--- config.mk ---
export PLATFORM = sky130hd
export DESIGN_NAME = gate_fault_protect
export DESIGN_NICKNAME = d
export VERILOG_FILES = /design/src/core/gate_fault_pkg.sv /design/src/core/gate_fault_protect.sv
export VERILOG_INCLUDE_DIRS = /design/src /design/src/core
export SDC_FILE = /design/constraint.sdc
export NUM_CORES = 1
export LEC_CHECK = 0
export ABC_AREA = 0
export BUFFER_PORTS_ARGS = -buffer_cell sky130_fd_sc_hd__buf_2
export CAP_MARGIN = 25
export CORE_ASPECT_RATIO = 0.5
export CORE_MARGIN = 1
export CORE_UTILIZATION = 55
export CTS_CLUSTER_DIAMETER = 80
export DETAILED_ROUTE_END_ITERATION = 16
export GPL_TIMING_DRIVEN = 0
export PLACE_DENSITY = 0.83
export REMOVE_ABC_BUFFERS = 1
export SYNTH_ARGS = -nofsm -noshare
export SYNTH_HDL_FRONTEND = slang
export SYNTH_SLANG_ARGS = --single-unit
--- constraint.sdc ---
create_clock -name clk_sys_in -period 5.7 [get_ports clk_sys_in]
set_input_delay 1.14 -clock clk_sys_in [delete_from_list [all_inputs] [get_ports clk_sys_in]]
set_output_delay 1.14 -clock clk_sys_in [all_outputs]
set_load 0.02 [all_outputs]
--- src/core/gate_fault_map.svh ---
// timing and reset constants of the category a fault protection block
`ifndef GATE_FAULT_MAP_SVH
`define GATE_FAULT_MAP_SVH
`define BLANK_W 8
`define SYNC_W 3
`define FLAGS_RST 3'h0
`define BLANK_CNT_RST 8'h00
`endif

--- src/core/gate_fault_pkg.sv ---
// types of the category a fault protection block
package gate_fault_pkg;
  typedef struct packed {
    logic desaturation_sense_error_flag;
    logic overcurrent_error_flag;
    logic enable_error_flag;
  } error_flags_t;
  typedef struct packed {
    logic desaturation_sense_compare_status;
    logic overcurrent_compare_one;
    logic overcurrent_compare_two;
    logic overcurrent_level_two_sticky;
    logic enable_valid_status;
  } status_t;
  typedef enum logic [3:0] {
    ST_OFF = 4'h1,
    ST_ON = 4'h2,
    ST_PLATEAU = 4'h4,
    ST_HARD_OFF = 4'h8
  } switch_state_t;
endpackage

--- src/core/gate_fault_protect.sv ---
// category a fault protection: desaturation, overcurrent and external enable
`timescale 1ns/10ps
`include "gate_fault_map.svh"
module gate_fault_protect #(
  parameter int BLANK_W = `BLANK_W
)(
  // clock and reset
  input wire logic clk_sys_in,
  input wire logic resetn_in,
  // pwm command and configuration
  input wire logic pwm_on_in,
  input wire logic [BLANK_W-1:0] desaturation_sense_blanking_setting_in,
  input wire logic [BLANK_W-1:0] overcurrent_blanking_setting_in,
  input wire logic [BLANK_W-1:0] two_level_turn_off_in,
  input wire logic desaturation_sense_clamp_enable_in,
  // analog comparator and enable pins
  input wire logic desaturation_sense_in,
  input wire logic overcurrent_threshold_one_in,
  input wire logic overcurrent_threshold_two_in,
  input wire logic enable_valid_in,
  // software controls
  input wire logic [2:0] flag_clear_in,
  input wire logic sticky_clear_in,
  input wire logic reactivate_in,
  // sense pin pull-down and clamp
  input wire logic desaturation_sense_pin_in,
  output logic desaturation_sense_out,
  output logic desaturation_sense_oe_out,
  // gate command and notification
  output logic gate_on_out,
  output logic safe_turn_off_out,
  output logic regular_turn_off_out,
  output logic fault_a_notify_n_out,
  output gate_fault_pkg::error_flags_t error_flags_out,
  output gate_fault_pkg::status_t status_out
);
  // ----------------------------------------
  // input synchronisers
  // ----------------------------------------
  logic [2:0] sync_desaturation_sense_q;
  logic [2:0] sync_oc1_q;
  logic [2:0] sync_oc2_q;
  logic [2:0] sync_en_q;
  logic desaturation_sense_s_q;
  logic oc1_s_q;
  logic oc2_s_q;
  logic en_s_q;
  always_ff @(posedge clk_sys_in or negedge resetn_in)
  begin
    if (!resetn_in)
    begin
      sync_desaturation_sense_q <= 3'h0;
      sync_oc1_q <= 3'h0;
      sync_oc2_q <= 3'h0;
      sync_en_q <= 3'h0;
      desaturation_sense_s_q <= 1'b0;
      oc1_s_q <= 1'b0;
      oc2_s_q <= 1'b0;
      en_s_q <= 1'b0;
    end
    else
    begin
      sync_desaturation_sense_q <= {sync_desaturation_sense_q[1:0], desaturation_sense_in};
      sync_oc1_q <= {sync_oc1_q[1:0], overcurrent_threshold_one_in};
      sync_oc2_q <= {sync_oc2_q[1:0], overcurrent_threshold_two_in};
      sync_en_q <= {sync_en_q[1:0], enable_valid_in};
      if (sync_desaturation_sense_q[1] == sync_desaturation_sense_q[2])
        desaturation_sense_s_q <= sync_desaturation_sense_q[2];
      if (sync_oc1_q[1] == sync_oc1_q[2])
        oc1_s_q <= sync_oc1_q[2];
      if (sync_oc2_q[1] == sync_oc2_q[2])
        oc2_s_q <= sync_oc2_q[2];
      if (sync_en_q[1] == sync_en_q[2])
        en_s_q <= sync_en_q[2];
    end
  end

  // ----------------------------------------
  // switching sequence
  // ----------------------------------------
  gate_fault_pkg::switch_state_t state_q;
  logic [BLANK_W-1:0] seq_cnt_q;
  logic [BLANK_W-1:0] db_cnt_q;
  logic [BLANK_W-1:0] oc_cnt_q;
  logic disabled_q;
  logic en_prev_q;
  logic desaturation_sense_trip;
  logic oc_trip;
  logic en_trip;
  logic any_trip;
  logic desaturation_sense_blanked;
  logic oc_blanked;
  gate_fault_pkg::error_flags_t flags_q;
  logic sticky_q;
  logic safe_q;
  logic regular_q;

  assign desaturation_sense_blanked = (db_cnt_q != `BLANK_CNT_RST);
  assign oc_blanked = (oc_cnt_q != `BLANK_CNT_RST);
  assign desaturation_sense_trip = (state_q == gate_fault_pkg::ST_ON) && !desaturation_sense_blanked && desaturation_sense_s_q;
  assign oc_trip = (state_q == gate_fault_pkg::ST_ON) && !oc_blanked && oc1_s_q;
  assign en_trip = en_prev_q && !en_s_q;
  assign any_trip = desaturation_sense_trip || oc_trip || en_trip;

  always_ff @(posedge clk_sys_in or negedge resetn_in)
  begin
    if (!resetn_in)
    begin
      state_q <= gate_fault_pkg::ST_OFF;
      seq_cnt_q <= `BLANK_CNT_RST;
    end
    else
    begin
      case (state_q)
        gate_fault_pkg::ST_OFF:
          if (pwm_on_in && !disabled_q && !any_trip)
            state_q <= gate_fault_pkg::ST_ON;
        gate_fault_pkg::ST_ON:
          if (!pwm_on_in || any_trip || disabled_q)
          begin
            state_q <= gate_fault_pkg::ST_PLATEAU;
            seq_cnt_q <= two_level_turn_off_in;
          end
        gate_fault_pkg::ST_PLATEAU:
          if (seq_cnt_q == `BLANK_CNT_RST)
            state_q <= gate_fault_pkg::ST_HARD_OFF;
          else
            seq_cnt_q <= seq_cnt_q - 1'b1;
        gate_fault_pkg::ST_HARD_OFF:
          state_q <= gate_fault_pkg::ST_OFF;
        default:
          state_q <= gate_fault_pkg::ST_OFF;
      endcase
    end
  end

  // ----------------------------------------
  // blanking counters
  // ----------------------------------------
  always_ff @(posedge clk_sys_in or negedge resetn_in)
  begin
    if (!resetn_in)
      db_cnt_q <= `BLANK_CNT_RST;
    else if (state_q == gate_fault_pkg::ST_OFF && pwm_on_in && !disabled_q && !any_trip)
      db_cnt_q <= desaturation_sense_blanking_setting_in;
    else if (state_q == gate_fault_pkg::ST_HARD_OFF)
      db_cnt_q <= desaturation_sense_blanking_setting_in;
    else if (db_cnt_q != `BLANK_CNT_RST)
      db_cnt_q <= db_cnt_q - 1'b1;
  end

  always_ff @(posedge clk_sys_in or negedge resetn_in)
  begin
    if (!resetn_in)
      oc_cnt_q <= `BLANK_CNT_RST;
    else if (state_q == gate_fault_pkg::ST_OFF && pwm_on_in && !disabled_q && !any_trip)
      oc_cnt_q <= overcurrent_blanking_setting_in;
    else if (oc_cnt_q != `BLANK_CNT_RST)
      oc_cnt_q <= oc_cnt_q - 1'b1;
  end

  // ----------------------------------------
  // fault reaction and flags
  // ----------------------------------------
  always_ff @(posedge clk_sys_in or negedge resetn_in)
  begin
    if (!resetn_in)
    begin
      en_prev_q <= 1'b0;
      disabled_q <= 1'b0;
      safe_q <= 1'b0;
      regular_q <= 1'b0;
    end
    else
    begin
      en_prev_q <= en_s_q;
      if (any_trip)
        disabled_q <= 1'b1;
      else if (reactivate_in)
        disabled_q <= 1'b0;
      safe_q <= desaturation_sense_trip || oc_trip || (safe_q && state_q != gate_fault_pkg::ST_OFF);
      regular_q <= en_trip || (regular_q && state_q != gate_fault_pkg::ST_OFF);
    end
  end

  always_ff @(posedge clk_sys_in or negedge resetn_in)
  begin
    if (!resetn_in)
      flags_q <= `FLAGS_RST;
    else
    begin
      flags_q.desaturation_sense_error_flag <= desaturation_sense_trip || (flags_q.desaturation_sense_error_flag && !flag_clear_in[2]);
      flags_q.overcurrent_error_flag <= oc_trip || (flags_q.overcurrent_error_flag && !flag_clear_in[1]);
      flags_q.enable_error_flag <= en_trip || (flags_q.enable_error_flag && !flag_clear_in[0]);
    end
  end

  always_ff @(posedge clk_sys_in or negedge resetn_in)
  begin
    if (!resetn_in)
      sticky_q <= 1'b0;
    else
      sticky_q <= ((state_q == gate_fault_pkg::ST_ON) && !oc_blanked && oc2_s_q)
        || (sticky_q && !sticky_clear_in);
  end

  // ----------------------------------------
  // outputs
  // ----------------------------------------
  logic hold_low;
  assign hold_low = (state_q == gate_fault_pkg::ST_ON && desaturation_sense_blanked)
    || state_q == gate_fault_pkg::ST_PLATEAU || state_q == gate_fault_pkg::ST_HARD_OFF
    || (state_q == gate_fault_pkg::ST_OFF && desaturation_sense_blanked);
  assign desaturation_sense_out = 1'b0;
  assign desaturation_sense_oe_out = hold_low
    || (desaturation_sense_clamp_enable_in && state_q != gate_fault_pkg::ST_ON);
  assign gate_on_out = (state_q == gate_fault_pkg::ST_ON);
  assign safe_turn_off_out = safe_q;
  assign regular_turn_off_out = regular_q;
  assign fault_a_notify_n_out = !disabled_q;
  assign error_flags_out = flags_q;
  assign status_out.desaturation_sense_compare_status = desaturation_sense_s_q;
  assign status_out.overcurrent_compare_one = oc1_s_q && !oc_blanked;
  assign status_out.overcurrent_compare_two = oc2_s_q && !oc_blanked;
  assign status_out.overcurrent_level_two_sticky = sticky_q;
  assign status_out.enable_valid_status = en_s_q;

  // ----------------------------------------
  // checks
  // ----------------------------------------
  a_desaturation_sense_sets_flag: assert property (@(posedge clk_sys_in) disable iff (!resetn_in)
    desaturation_sense_trip |=> error_flags_out.desaturation_sense_error_flag && !fault_a_notify_n_out)
    else $error("desaturation_sense trip not flagged");
  a_oc_sets_flag: assert property (@(posedge clk_sys_in) disable iff (!resetn_in)
    oc_trip |=> error_flags_out.overcurrent_error_flag && safe_turn_off_out)
    else $error("overcurrent trip not flagged");
  a_en_sets_flag: assert property (@(posedge clk_sys_in) disable iff (!resetn_in)
    en_trip |=> error_flags_out.enable_error_flag && regular_turn_off_out)
    else $error("enable loss not flagged");
  a_off_no_trip: assert property (@(posedge clk_sys_in) disable iff (!resetn_in)
    !gate_on_out |-> !desaturation_sense_trip && !oc_trip)
    else $error("trip while off");
  a_blank_holds: assert property (@(posedge clk_sys_in) disable iff (!resetn_in)
    (gate_on_out && db_cnt_q != `BLANK_CNT_RST) |-> desaturation_sense_oe_out && !desaturation_sense_trip)
    else $error("sense not held in blanking");
  a_plateau_hold: assert property (@(posedge clk_sys_in) disable iff (!resetn_in)
    (state_q == gate_fault_pkg::ST_PLATEAU) |-> desaturation_sense_oe_out)
    else $error("sense released in plateau");
  a_oc_blanked: assert property (@(posedge clk_sys_in) disable iff (!resetn_in)
    oc_blanked |-> !status_out.overcurrent_compare_one && !status_out.overcurrent_compare_two)
    else $error("oc status not blanked");
  a_flag_sticky: assert property (@(posedge clk_sys_in) disable iff (!resetn_in)
    (error_flags_out.desaturation_sense_error_flag && !flag_clear_in[2]) |=> error_flags_out.desaturation_sense_error_flag)
    else $error("desaturation_sense flag dropped");
  a_stay_disabled: assert property (@(posedge clk_sys_in) disable iff (!resetn_in)
    (!fault_a_notify_n_out && !reactivate_in) |=> !fault_a_notify_n_out && !$rose(gate_on_out))
    else $error("left disabled state without reactivation");
  a_plateau_ends: assert property (@(posedge clk_sys_in) disable iff (!resetn_in)
    (state_q == gate_fault_pkg::ST_PLATEAU && seq_cnt_q == `BLANK_CNT_RST)
      |=> state_q == gate_fault_pkg::ST_HARD_OFF)
    else $error("plateau did not end");
  a_hard_off_extend: assert property (@(posedge clk_sys_in) disable iff (!resetn_in)
    (state_q == gate_fault_pkg::ST_HARD_OFF) |=> state_q == gate_fault_pkg::ST_OFF
      && db_cnt_q == $past(desaturation_sense_blanking_setting_in))
    else $error("hold not extended after hard turn-off");
  a_turn_on_blank: assert property (@(posedge clk_sys_in) disable iff (!resetn_in)
    $rose(gate_on_out) |-> db_cnt_q == $past(desaturation_sense_blanking_setting_in)
      && oc_cnt_q == $past(overcurrent_blanking_setting_in))
    else $error("blanking not started at turn-on");
  a_clamp_off: assert property (@(posedge clk_sys_in) disable iff (!resetn_in)
    (desaturation_sense_clamp_enable_in && !gate_on_out) |-> desaturation_sense_oe_out)
    else $error("sense pin not clamped while off");
  a_oc_off_quiet: assert property (@(posedge clk_sys_in) disable iff (!resetn_in)
    !gate_on_out |=> !$rose(error_flags_out.overcurrent_error_flag))
    else $error("overcurrent flagged while off");
  a_desaturation_sense_off_quiet: assert property (@(posedge clk_sys_in) disable iff (!resetn_in)
    !gate_on_out |=> !$rose(error_flags_out.desaturation_sense_error_flag))
    else $error("desaturation_sense flagged while off");
  a_sticky_holds: assert property (@(posedge clk_sys_in) disable iff (!resetn_in)
    (status_out.overcurrent_level_two_sticky && !sticky_clear_in) |=> status_out.overcurrent_level_two_sticky)
    else $error("level two sticky dropped");
  a_fault_needs_trip: assert property (@(posedge clk_sys_in) disable iff (!resetn_in)
    $fell(fault_a_notify_n_out) |-> $past(any_trip))
    else $error("fault output without trip");
  a_reactivate_frees: assert property (@(posedge clk_sys_in) disable iff (!resetn_in)
    (!fault_a_notify_n_out && reactivate_in && !any_trip) |=> fault_a_notify_n_out)
    else $error("reactivation ignored");
endmodule

## Word-level counts from Yosys, hierarchy flattened

Cells that the tools add are included.

- Output and inout port bits: 14
- Input port bits: 38
- Register bits after elaboration: 52

- Reductions and logical operators: 55
- Add/sub/neg operators: 3
- Muxes and demuxes: 14
- Equality and inequality tests: 14

Operators with widths:

| operator | number |
|---|---|
| $mux W8 | 7 |
| $sub A8 B1 Y8 const B | 3 |
| $logic_and A1 B1 Y1 | 22 |
| $pmux W8 S2 | 1 |
| $reduce_bool A8 Y1 | 2 |
| $logic_or A1 B1 Y1 | 14 |
| $mux W4 | 3 |
| $pmux W4 S3 | 1 |
| $logic_not A1 Y1 | 10 |
| $logic_not A8 Y1 | 1 |
| $ne A2 B2 Y1 const B | 3 |
| $reduce_and A3 Y1 | 2 |
| $reduce_bool A2 Y1 | 3 |
| $eq A1 B1 Y1 | 4 |
| $eq A4 B1 Y1 const B | 1 |
| $eq A4 B2 Y1 const B | 1 |
| $eq A4 B3 Y1 const B | 1 |
| $eq A4 B4 Y1 const B | 1 |
| $ne A4 B1 Y1 const B | 1 |
| $ne A4 B2 Y1 const B | 1 |
| $reduce_bool A3 Y1 | 1 |
| $mux W1 | 2 |
| $ne A2 B1 Y1 const B | 1 |

## Logic depth before layout (Yosys ltp)

- Depth in word-level cells: 10
- Mapped depth: 9
- Depth with buffers taken out: 7

## Worst setup path before layout

Ideal clock, no wire load.

- Path kind: register -> output
- From: reg db_cnt_q[0]
- To: out desaturation_sense_oe_out
- Path buffers: 1
- Required time: 4.560 ns
- Slack: 2.762 ns
- Cell stages (with the launch flop): 9
- Data arrival time: 1.798 ns
- Cell sequence: dfrtp_1 inv_1 ha_1 nor4b_1 nor2b_1 buf_2 nor2b_1 o21ai_0 nand4_1

- Longest elaborated chain between the ends: 6

RTL lines:

| item | line | RTL |
|---|---|---|
| start: declaration | gate_fault_protect.sv:83 | `logic [BLANK_W-1:0] db_cnt_q;` |
| start signal: assignment | gate_fault_protect.sv:143 | `` db_cnt_q <= `BLANK_CNT_RST; `` |
| start signal: assignment | gate_fault_protect.sv:145 | `db_cnt_q <= desaturation_sense_blanking_setting_in;` |
| start signal: assignment | gate_fault_protect.sv:147 | `db_cnt_q <= desaturation_sense_blanking_setting_in;` |
| $reduce_bool A8 Y1 (no line) * | n/a |  |
| $logic_and A1 B1 Y1 | gate_fault_protect.sv:211 | `assign hold_low = (state_q == gate_fault_pkg::ST_ON && desaturation_sense_blanked)` |
| $logic_or A1 B1 Y1 (2 in series) | gate_fault_protect.sv:212 | `\|\| state_q == gate_fault_pkg::ST_PLATEAU \|\| state_q == gate_fault_pkg::ST_HARD_OFF` |
| $logic_or A1 B1 Y1 * | gate_fault_protect.sv:213 | `\|\| (state_q == gate_fault_pkg::ST_OFF && desaturation_sense_blanked);` |
| $logic_or A1 B1 Y1 * | gate_fault_protect.sv:216 | `\|\| (desaturation_sense_clamp_enable_in && state_q != gate_fault_pkg::ST_ON);` |
| end: declaration | gate_fault_protect.sv:28 | `output logic desaturation_sense_oe_out,` |

Mark *: on every way between the ends. The rest lies on a longest branch, timed or not.

## Final worst setup path

Same ends and word-level chain as after synthesis.

==> flow_summary.ini <==
[outcome]
outcome = completed

[pwr]
peakVddDrop_mv = 0.145
power-per-cell-area_mw_per_mm2 = 399
leakage_nw = 1.30

[placed_design]
place.gp.congestion = 0.870
placed_instances = 340
dp_area_mm2 = 0.00280
dp.final_hpwl_um = 3670
count_of_input_and_output_buffers = 49

[route]
first_iter_violations = 82
vias = 1938
finalWirelength_um = 4810
drc_errors = 0
routed_wire_length_per_instance_um = 13.8
dr.pass1.iters = 7
avgViaCountPerCell = 5.57
drt.antenna.violating_nets = 0

[worst_setup_path]
worstPathBufferInverterCount = 2
cpLargestDelayFamily = simple AND/OR/NAND/NOR gates
critical_path_arrival_ns = 2.82
worstSetupPathType = register to output port
cpMaxStageDelayCell = sky130_fd_sc_hd__nor2b_1
critical-path-max-stage-delay_ns = 0.72
critPathCaptureType = output port
worst_ep_required_time_ns = 4.56
r2r_cells = 7
crit_path_cell_trace = inv_1 -> ha_1 -> nor4b_1 -> nor2b_1 -> nor2b_1 -> o21ai_0 -> nand4_1 -> buf_2
worst-path-stages = 8
startpoint_type = register
critical_path.max_fanout = 11
crit_path_frequent_cell = sky130_fd_sc_hd__nor2b_1

[cells_and_area]
final_core_util_pct = 65.2
diodes = 0
layout.cells.most_common = sky130_fd_sc_hd__dfrtp_1
final_design_area_no_fill_mm2 = 0.00288
final_nets = 334
post_route_cells_drive_above_1_share_pct = 26.1
synthToLayoutAreaGrowth_pct = 12.9
final-instance-count-excl-fill = 348
most-common-layout-cells = sky130_fd_sc_hd__dfrtp_1 (51), sky130_fd_sc_hd__buf_2 (49), sky130_fd_sc_hd__nand2_1 (24)

[timing]
relSlewSlack_pct = 43.4
fin_setup_tns_ns = 0
grt_setup_unrepaired = false
layout_worst_path_cycle_share_pct = 69.5
maxClockFrequency_ghz = 0.253
layout_min_cycle_time_ns = 3.96
worstMarginPinSlew_ns = 0.846
clock_skew_ns = 0.00798
fin_worst_hold_slack_ns = 0.354
drv_slew = 0
report.final.setup_viol = 0
final_hold_viol_count = 0

[clock_tree]
clock_sink_count = 52
cts-root-buf = sky130_fd_sc_hd__clkbuf_8
cts-buffers-inserted = 5
source_to_sink_clock_delay_at_the_later_pin_of_the_worst_skew_pair_ns = 0.31
tritoncts = yes
cts_buffer_depth = 2
cts_hold_repair.buffers = 0
cts_max_level = 2
clkSlewWorstSetupHoldPaths_ns = 0.09
post-cts-setup-buffer-count = 0
cts_resized = 0

[global_route]
grt_use_total_pct = 21.6
grt-ovfl-total = 0
grt_antenna_before_repair = 0
pin_count_of_the_biggest_net_entering_global_routing = 43
first_global_vias = 1812
grt_first_pass_wirelength_um = 8160

[synth]
post_synth_inst_count = 246
synth_flop_cell = sky130_fd_sc_hd__dfrtp_1
synthesis.area_per_instance_um2 = 10.4
syn_area_mm2 = 0.00255
synth_cell_type_count = 44
seq_area_frac_synth_pct = 51.0
ys.warnings.count = 0
synth.ff_latch_count = 52
count_of_flip_flops_with_a_built_in_enable_after_synthesis = 0
async_set_or_reset_flop_fraction_in_the_synthesized_netlist_pct = 100

[run]
cap_violations = 0

[floorplan]
die_h_um = 50.2
std_cell_rows = 17
floorplan.initialDensity_pct = 57.7
floorplan.io_pins = 52
floorplan.die_area_mm2 = 0.00493
core_footprint_mm2 = 0.00442
chipWidth_um = 98.3

[hold_path]
hp-class = register to register
min_path_cells = 0
## power breakdown
part | internal, mW | total, mW | switching, mW
Sequential | 0.474 | 0.572 | 0.0982
Clock | 0.0857 | 0.203 | 0.118
Combinational | 0.189 | 0.374 | 0.185
## kinds of logic (layout without fill, tap and decap cells)
group | Yosys count | in the layout | share of synthesized area (%)
flip-flops | 52 | 52 | 51.0
adder cells (fa/ha/maj) | 10 | 10 | 4.51
AND/OR/NAND/NOR | 93 | 93 | 20.2
XOR/XNOR | 9 | 9 | 3.09
buffers and inverters | 27 | 72 | 5.74
multiplexers | 10 | 10 | 4.41
other | 1 | 1 | 0.147
AO/OA/AOI/OAI | 44 | 44 | 10.9
## worst reg2reg max path, cell delays in order, from the launching register on
cell and delay, ns:
sky130_fd_sc_hd__dfrtp_1 0.41, sky130_fd_sc_hd__inv_1 0.09, sky130_fd_sc_hd__ha_1 0.16, sky130_fd_sc_hd__nor4b_1 0.55, sky130_fd_sc_hd__nor2b_1 0.72, sky130_fd_sc_hd__a2111o_1 0.48, sky130_fd_sc_hd__and2_4 0.28, sky130_fd_sc_hd__o21ai_0 0.10
## synth_stat cells, types with 3 or more instances
cell | count | area, µm²
sky130_fd_sc_hd__or2b_1 | 3 | 22.5
sky130_fd_sc_hd__o22ai_1 | 3 | 18.8
sky130_fd_sc_hd__maj3_1 | 4 | 40.0
sky130_fd_sc_hd__mux2_2 | 10 | 113
sky130_fd_sc_hd__ha_1 | 6 | 75.1
sky130_fd_sc_hd__nand3_1 | 7 | 35.0
sky130_fd_sc_hd__or3_1 | 3 | 18.8
sky130_fd_sc_hd__a21oi_1 | 9 | 45.0
sky130_fd_sc_hd__o21ai_0 | 16 | 80.1
sky130_fd_sc_hd__nor2_1 | 17 | 63.8
sky130_fd_sc_hd__a31oi_1 | 6 | 37.5
sky130_fd_sc_hd__xnor2_1 | 8 | 70.1
sky130_fd_sc_hd__buf_6 | 3 | 33.8
sky130_fd_sc_hd__dfrtp_1 | 51 | 1280
sky130_fd_sc_hd__buf_4 | 5 | 37.5
sky130_fd_sc_hd__nand2_1 | 24 | 90.1
sky130_fd_sc_hd__nor3_1 | 8 | 40.0
sky130_fd_sc_hd__a22o_1 | 3 | 26.3
sky130_fd_sc_hd__nor2b_1 | 4 | 25.0
sky130_fd_sc_hd__nor3b_1 | 5 | 37.5
sky130_fd_sc_hd__buf_2 | 3 | 15.0
sky130_fd_sc_hd__inv_1 | 14 | 52.6
sky130_fd_sc_hd__nand4_1 | 4 | 25.0
sky130_fd_sc_hd__or4_1 | 3 | 22.5
sky130_fd_sc_hd__nand2b_1 | 4 | 25.0
## path summary, 6_finish.rpt
check	from	end	slack (ns)
worst max-delay path	db_cnt_q[0]	desaturation_sense_oe_out	1.74
max in group asynchronous	resetn_in	state_q[0]	4.45
worst min register to register	sync_oc2_q[0]	sync_oc2_q[1]	0.35
worst max register to register	db_cnt_q[0]	seq_cnt_q[1]	2.80
worst min-delay path	sync_oc2_q[0]	sync_oc2_q[1]	0.35
min in group asynchronous	resetn_in	oc_cnt_q[4]	0.69
## registers in the layout, indices dropped and copies added (netlist names), 3 cells and up
register / cells
state_q: 4
sync_desaturation_sense_q: 3
oc_cnt_q: 8
sync_oc1_q: 3
seq_cnt_q: 8
sync_en_q: 3
db_cnt_q: 8
error_flags_out: 3
sync_oc2_q: 3
## stage by stage
stage	worst slack [ns]	power (mW)
global route	1.53	1.23
global placement	2.23	0.919
floorplan	2.61	0.843
finish	1.74	1.15
CTS	1.76	1.15
detailed placement	2.10	0.952
## layout make-up
type / count / area (µm²)
multi-input combinational: 167 / 1100
fill: 346 / 1540
inverter: 14 / 52.6
clock inverter: 3 / 18.8
tap: 57 / 71.3
sequential: 52 / 1300
timing repair buffer: 50 / 265
clock buffer: 5 / 68.8
## per-layer routing
metal	GRT usage, %	share of wire [%]	vias up
met3	5.71	4.0	10
met5	0	0	-
li1	-	-	941
met1	27.3	45	936
met4	8.21	2.0	0
met2	36.3	48	51
(Power assumes the default switching activity.)
